[src/common/dtc_pkg.sv]
// constants for the dynamic fan-start-temperature control register bank
package dtc_pkg;
  // ----------------------------------------
  // register offsets
  // ----------------------------------------
  localparam logic [7:0] OFS_OPPT_REMOTE1 = 8'h33;
  localparam logic [7:0] OFS_OPPT_LOCAL   = 8'h34;
  localparam logic [7:0] OFS_OPPT_REMOTE2 = 8'h35;
  localparam logic [7:0] OFS_CTRL_ONE     = 8'h36;
  localparam logic [7:0] OFS_CYCLE_CODES  = 8'h37;
  // ----------------------------------------
  // reset values
  // ----------------------------------------
  localparam logic [7:0] RST_CTRL_ONE     = 8'h00;
  localparam logic [7:0] RST_CYCLE_CODES  = 8'h00;
  localparam logic [7:0] RST_OPPT         = 8'h64;
  // ----------------------------------------
  // field positions, control register one
  // ----------------------------------------
  localparam int BIT_R2_CODE_MSB    = 0;
  localparam int BIT_RESERVED       = 1;
  localparam int BIT_R1_CAPTURE     = 2;
  localparam int BIT_LOCAL_CAPTURE  = 3;
  localparam int BIT_R2_CAPTURE     = 4;
  localparam int BIT_R1_DYNAMIC     = 5;
  localparam int BIT_LOCAL_DYNAMIC  = 6;
  localparam int BIT_R2_DYNAMIC     = 7;
  // ----------------------------------------
  // field positions, cycle code register
  // ----------------------------------------
  localparam int POS_R1_CODE    = 0;
  localparam int POS_LOCAL_CODE = 3;
  localparam int POS_R2_CODE    = 6;
  // ----------------------------------------
  // interval scale, in monitoring cycles
  // ----------------------------------------
  localparam logic [10:0] DECREASE_BASE = 11'h004;
  localparam logic [10:0] INCREASE_BASE = 11'h008;
  localparam int NUM_CHANNELS = 3;
endpackage : dtc_pkg

[src/verilog/dtc_interval.sv]
// decode of a three-bit delay code into decrease and increase intervals
`timescale 1ns/1ps
module dtc_interval
  import dtc_pkg::*;
(
  // code in
  input  wire logic [2:0]  delay_code,
  // intervals out, in monitoring cycles
  output wire logic [10:0] decrease_cycles,
  output wire logic [10:0] increase_cycles
);
  // decrease four times two to n
  assign decrease_cycles = DECREASE_BASE << delay_code;
  assign increase_cycles = INCREASE_BASE << delay_code;
endmodule : dtc_interval

[src/verilog/dtc_regs.sv]
// register bank for dynamic fan-start-temperature control
`timescale 1ns/1ps
module dtc_regs
  import dtc_pkg::*;
(
  // clock and reset
  input  wire logic        mclk,
  input  wire logic        rstn,
  // register port
  input  wire logic [7:0]  reg_addr,
  input  wire logic [7:0]  reg_wdata,
  input  wire logic        reg_wr,
  output logic      [7:0]  reg_rdata,
  // global lock from configuration register
  input  wire logic        lock_bit,
  // thermal throttle pin and monitoring
  input  wire logic        thermal_throttle_in,
  input  wire logic        monitor_cycle_end,
  input  wire logic [7:0]  remote1_temp,
  input  wire logic [7:0]  local_temp,
  input  wire logic [7:0]  remote2_temp,
  // outputs to the adjustment loop
  output logic      [7:0]  remote1_oppt,
  output logic      [7:0]  local_oppt,
  output logic      [7:0]  remote2_oppt,
  output logic             remote1_dynamic_en,
  output logic             local_dynamic_en,
  output logic             remote2_dynamic_en,
  output logic      [2:0]  remote1_delay_code,
  output logic      [2:0]  local_delay_code,
  output logic      [2:0]  remote2_delay_code,
  output logic      [32:0] decrease_cycles,
  output logic      [32:0] increase_cycles
);
  // ----------------------------------------
  // storage
  // ----------------------------------------
  logic [7:0] ctrl_one;
  logic [7:0] cycle_codes;
  logic       lock_held;
  logic       throttle_meta;
  logic       throttle_sync;
  logic       throttle_seen;

  // ----------------------------------------
  // pin synchroniser and lock
  // ----------------------------------------
  always_ff @(posedge mclk or negedge rstn) begin
    if (!rstn) begin
      throttle_meta <= 1'b0;
      throttle_sync <= 1'b0;
    end else begin
      throttle_meta <= thermal_throttle_in;
      throttle_sync <= throttle_meta;
    end
  end

  always_ff @(posedge mclk or negedge rstn) begin
    if (!rstn) begin
      lock_held <= 1'b0;
    end else if (lock_bit) begin
      lock_held <= 1'b1;
    end
  end

  // ----------------------------------------
  // write decode
  // ----------------------------------------
  // writes blocked once locked
  // lock_bit blocks the write in the cycle it rises, lock_held every cycle after
  wire wr_ok      = reg_wr & ~lock_held & ~lock_bit;
  wire wr_ctrl    = wr_ok & (reg_addr == OFS_CTRL_ONE);
  wire wr_cycles  = wr_ok & (reg_addr == OFS_CYCLE_CODES);
  wire [2:0] wr_oppt;
  assign wr_oppt[0] = wr_ok & (reg_addr == OFS_OPPT_REMOTE1);
  assign wr_oppt[1] = wr_ok & (reg_addr == OFS_OPPT_LOCAL);
  assign wr_oppt[2] = wr_ok & (reg_addr == OFS_OPPT_REMOTE2);

  always_ff @(posedge mclk or negedge rstn) begin
    if (!rstn) begin
      ctrl_one <= RST_CTRL_ONE;
    end else if (wr_ctrl) begin
      ctrl_one <= reg_wdata & ~(8'h01 << BIT_RESERVED);
    end
  end

  always_ff @(posedge mclk or negedge rstn) begin
    if (!rstn) begin
      cycle_codes <= RST_CYCLE_CODES;
    end else if (wr_cycles) begin
      cycle_codes <= reg_wdata;
    end
  end

  // ----------------------------------------
  // throttle capture
  // ----------------------------------------
  // remember throttle within monitoring cycle
  always_ff @(posedge mclk or negedge rstn) begin
    if (!rstn) begin
      throttle_seen <= 1'b0;
    end else if (monitor_cycle_end) begin
      throttle_seen <= 1'b0;
    end else if (throttle_sync) begin
      throttle_seen <= 1'b1;
    end
  end

  // a throttle rising in the last two clocks of a monitoring cycle reaches the
  // synchroniser late and so counts toward the next cycle
  wire       seen_now = throttle_seen | throttle_sync;
  wire [2:0] cap_en;
  wire [7:0] cur_temp [NUM_CHANNELS];
  logic [7:0] oppt [NUM_CHANNELS];
  assign cap_en[0] = ctrl_one[BIT_R1_CAPTURE];
  assign cap_en[1] = ctrl_one[BIT_LOCAL_CAPTURE];
  assign cap_en[2] = ctrl_one[BIT_R2_CAPTURE];
  assign cur_temp[0] = remote1_temp;
  assign cur_temp[1] = local_temp;
  assign cur_temp[2] = remote2_temp;

  genvar ch;
  generate
    for (ch = 0; ch < NUM_CHANNELS; ch++) begin : g_oppt
      // capture ignores the lock: only software writes are frozen
      // capture beats a same-cycle write; likewise local
      always_ff @(posedge mclk or negedge rstn) begin
        if (!rstn) begin
          oppt[ch] <= RST_OPPT;
        end else if (monitor_cycle_end && seen_now && cap_en[ch]) begin
          oppt[ch] <= cur_temp[ch];
        end else if (wr_oppt[ch]) begin
          oppt[ch] <= reg_wdata;
        end
      end
    end
  endgenerate

  // ----------------------------------------
  // field outputs
  // ----------------------------------------
  assign remote1_oppt = oppt[0];
  assign local_oppt   = oppt[1];
  assign remote2_oppt = oppt[2];
  // enables and codes are plain register bits, valid one clock after the write
  // remote-1 enable
  assign remote1_dynamic_en = ctrl_one[BIT_R1_DYNAMIC];
  assign local_dynamic_en   = ctrl_one[BIT_LOCAL_DYNAMIC];
  // remote-2 enable; loop holds start temperature when low
  assign remote2_dynamic_en = ctrl_one[BIT_R2_DYNAMIC];
  assign remote1_delay_code = cycle_codes[POS_R1_CODE +: 3];
  assign local_delay_code   = cycle_codes[POS_LOCAL_CODE +: 3];
  assign remote2_delay_code = {ctrl_one[BIT_R2_CODE_MSB], cycle_codes[POS_R2_CODE +: 2]};

  // one decoder per channel, packed 11 bits each: remote-1, local, remote-2
  wire [2:0] codes [NUM_CHANNELS];
  assign codes[0] = remote1_delay_code;
  assign codes[1] = local_delay_code;
  assign codes[2] = remote2_delay_code;
  generate
    for (ch = 0; ch < NUM_CHANNELS; ch++) begin : g_int
      dtc_interval u_int (
        .delay_code      (codes[ch]),
        .decrease_cycles (decrease_cycles[ch*11 +: 11]),
        .increase_cycles (increase_cycles[ch*11 +: 11])
      );
    end
  endgenerate

  // ----------------------------------------
  // read mux
  // ----------------------------------------
  wire rd_ctrl   = (reg_addr == OFS_CTRL_ONE);
  wire rd_cycles = (reg_addr == OFS_CYCLE_CODES);
  wire rd_r1     = (reg_addr == OFS_OPPT_REMOTE1);
  wire rd_local  = (reg_addr == OFS_OPPT_LOCAL);
  wire rd_r2     = (reg_addr == OFS_OPPT_REMOTE2);
  // unmapped offsets read zero so a stray read never shows stale data
  always_comb begin
    if (rd_ctrl) begin
      reg_rdata = ctrl_one;
    end else if (rd_cycles) begin
      reg_rdata = cycle_codes;
    end else if (rd_r1) begin
      reg_rdata = oppt[0];
    end else if (rd_local) begin
      reg_rdata = oppt[1];
    end else if (rd_r2) begin
      reg_rdata = oppt[2];
    end else begin
      reg_rdata = 8'h00;
    end
  end
endmodule : dtc_regs

[config.mk]
export PLATFORM = sky130hd
export DESIGN_NAME = dtc_regs
export DESIGN_NICKNAME = d
export VERILOG_FILES = /design/src/common/dtc_pkg.sv /design/src/verilog/dtc_interval.sv /design/src/verilog/dtc_regs.sv
export SDC_FILE = /design/constraint.sdc
export NUM_CORES = 1
export LEC_CHECK = 0
export BUFFER_PORTS_ARGS = -buffer_cell sky130_fd_sc_hd__buf_2
export CAP_MARGIN = 20
export CORE_UTILIZATION = 48
export DETAILED_ROUTE_END_ITERATION = 12
export PLACE_DENSITY = 0.86
export SYNTH_ARGS = -nofsm -noshare
export SYNTH_HDL_FRONTEND = slang
export SYNTH_HIERARCHICAL = 1
export SYNTH_SLANG_ARGS = --single-unit
[constraint.sdc]
create_clock -name mclk -period 5.6 [get_ports mclk]
set_input_delay 0.28 -clock mclk [delete_from_list [all_inputs] [get_ports mclk]]
set_output_delay 0.28 -clock mclk [all_outputs]
set_load 0.1 [all_outputs]
==> impl_metrics.tcl <==
set metrics [dict create \
    async_reset_ff_share_pct 100 \
    drive_above_1_share_pct 56.5 \
    clk_pin_slew_ps 70 \
    synth.most_common_cell "buf_4" \
    cp_max_fo 11 \
    synth_common_cells "buf_4, dfrtp_1, nor2_1" \
    n_antenna_cell 0 \
    start_util_pct 50.6 \
    cts.path.max_buffers 2 \
    end_kind "output pin" \
    yosysWarnings 6 \
    grt_pass1_wl_um 11400 \
    cts_tree "yes" \
    ctsResizeCount 0 \
    netlist_top_cells_area "dfrtp_1, buf_4, dfstp_2" \
    cts_buffers 5 \
    synth-edff-count 0 \
    fp-row-count 27 \
    drc_errors 0 \
    netlist_area_sq_um 2820 \
    hold_class "in -> reg" \
    worstPathRequired_ps 5320 \
    ys.flop_type "dfrtp_1" \
    pin_count 156 \
    clock_latency_ps 310 \
    antenna_found_initial 0 \
    max_freq_ghz 0.429 \
    rsz0062_at_grt "no" \
    synth.distinct_cells 45 \
    critical_path_class "in -> out" \
    cp-start-kind "input port" \
    drv_slew 0 \
    drtAntennaViolNets 0 \
    post_cts_buffers 0 \
    clkSinkCount 43 \
    syn_area_per_cell_sq_um 10.7 \
    worst_pin_slew_ps 950 \
    yosysTopAreaCellShare_pct 30.2 \
    overflow 0 \
    layout_min_cycle_time_ps 2330 \
    fin_tns_setup_ps 0 \
    n_fill_cell 477 \
    ys_seq_area_share_pct 38.6 \
    cts-root-buf "clkbuf_8" \
    die_w_um 78.6 \
    grt_max_degree 44 \
    grt_pass1_vias 2175 \
    synth.largest_area_cell "dfrtp_1" \
    vias_per_cell 5.51 \
    period_share_pct 41.7 \
    synthCells 264 \
    die_area_sq_um 6180 \
    maxSlewHeadroom_pct 36.7 \
    power_density_nw_per_um2 208 \
    nets 417 \
    hold_viol 0 \
    area_growth_pct 20.4 \
    hold_buffers 0 \
    cp_data_arrival_time_ps 2050 \
    dr_total_vias 2448 \
    fin_skew_ps 14.3 \
    grtUsageTotal_pct 24.6 \
    core-area_sq_um 5570 \
    dp_cells 436 \
    gp_congestion 0.847 \
    setup_violations 0 \
    maxCapViolations 0 \
    drt_first_pass_iters 4 \
    p_leak_nw 1.92 \
    htreeDepth 2 \
    port_buffers 137 \
    wirelength_um 7500 \
    place_hpwl_um 5560 \
    max-vdd-ir-drop_uv 156 \
    synth_seq_cells 43 \
    drtIter0Drc 95 \
    fin_cells 444 \
    multi_input_area_sq_um 1410 \
    routedWlPerCell_um 16.9 \
    seq_area_sq_um 1090 \
    status "finished clean" \
    dieHeight_um 78.6 \
]
-- cell type report --
class | count | area share (%)
multi-input cells | 180 | 41.4
clock inverters | 1 | 0.885
well taps | 72 | 2.65
inverters | 3 | 0.332
clock buffers | 7 | 2.25
flip-flops and latches | 43 | 32.0
repair buffers | 138 | 20.4
-- flip-flops by register name, summed over array words and instances (netlist names) --
register,cells
ctrl_one,7
cycle_codes,8
local_oppt,8
lock_held,1
remote1_oppt,8
remote2_oppt,8
throttle_meta,1
throttle_seen,1
throttle_sync,1
-- final timing paths --
kind / startpoint / endpoint / slack (ps) / cells after the start
worst max register to register: lock_held / local_oppt[1] / 3620 / 4
min in group asynchronous: rstn / ctrl_one[5] / 130 / 1
worst max-delay path: reg_addr[6] / reg_rdata[6] / 3270 / 6
max in group asynchronous: rstn / cycle_codes[6] / 4880 / 1
worst min register to register: throttle_meta / throttle_sync / 370 / 0
worst min-delay path: thermal_throttle_in / throttle_meta / 90 / 1
-- metrics by stage --
stage | setup slack [ps] | power, mW | hold WS, ps | area [sq um] | utilization, %
floorplan | 1370 | 0.445 | -15.6 | 2880 | -
global placement | 3300 | 0.468 | 335 | 3290 | 59.0
detailed placement | 3270 | 0.469 | 356 | 3290 | 59.0
CTS | 3260 | 0.707 | 76.3 | 3390 | 60.9
global route | 3210 | 0.726 | 74.9 | 3390 | 60.9
finish | 3270 | 0.706 | 85.2 | 3390 | 60.9
-- where the power goes --
group / total (mW) / switching [mW] / internal [mW]
Sequential: 0.322 / 0.00497 / 0.317
Combinational: 0.141 / 0.116 / 0.0255
Clock: 0.242 / 0.109 / 0.134
Total: 0.706 / 0.229 / 0.476
-- cell usage in the layout (no fill, tap or decap), drive strengths merged, types with 8 or more instances in the layout --
| master | instances |
|---|---|
| a21oi | 16 |
| and3b | 9 |
| buf | 138 |
| conb | 18 |
| dfrtp | 34 |
| dfstp | 9 |
| mux2 | 18 |
| mux2i | 10 |
| nor2 | 20 |
| nor3b | 13 |
| o21a | 9 |
| o221a | 8 |
| o22a | 8 |
| or2 | 11 |
-- cells by family after synthesis --
| kind of cell | share of synthesized area [%] |
|---|---|
| buffers and inverters | 13.6 |
| AO/OA/AOI/OAI | 14.2 |
| other | 0.399 |
| flip-flops | 38.6 |
| AND/OR/NAND/NOR | 18.4 |
| multiplexers | 14.9 |
-- per-layer routing --
metal  global-route usage, %  vias to the layer above  routed length, um
met1                    31.4                     1178               2970
met2                    40.3                      144               3620
met3                    5.23                       15                748
li1                        -                     1111                  -
met4                    9.81                        0                161
met5                       0                        -                  0
-- critical path, stage by stage --
cell     delay [ps]
buf_2            90
or2_4           260
or2_1           350
or4_1           520
o31ai_1          80
buf_2           460
No activity file was read; power rests on OpenSTA's default activity.
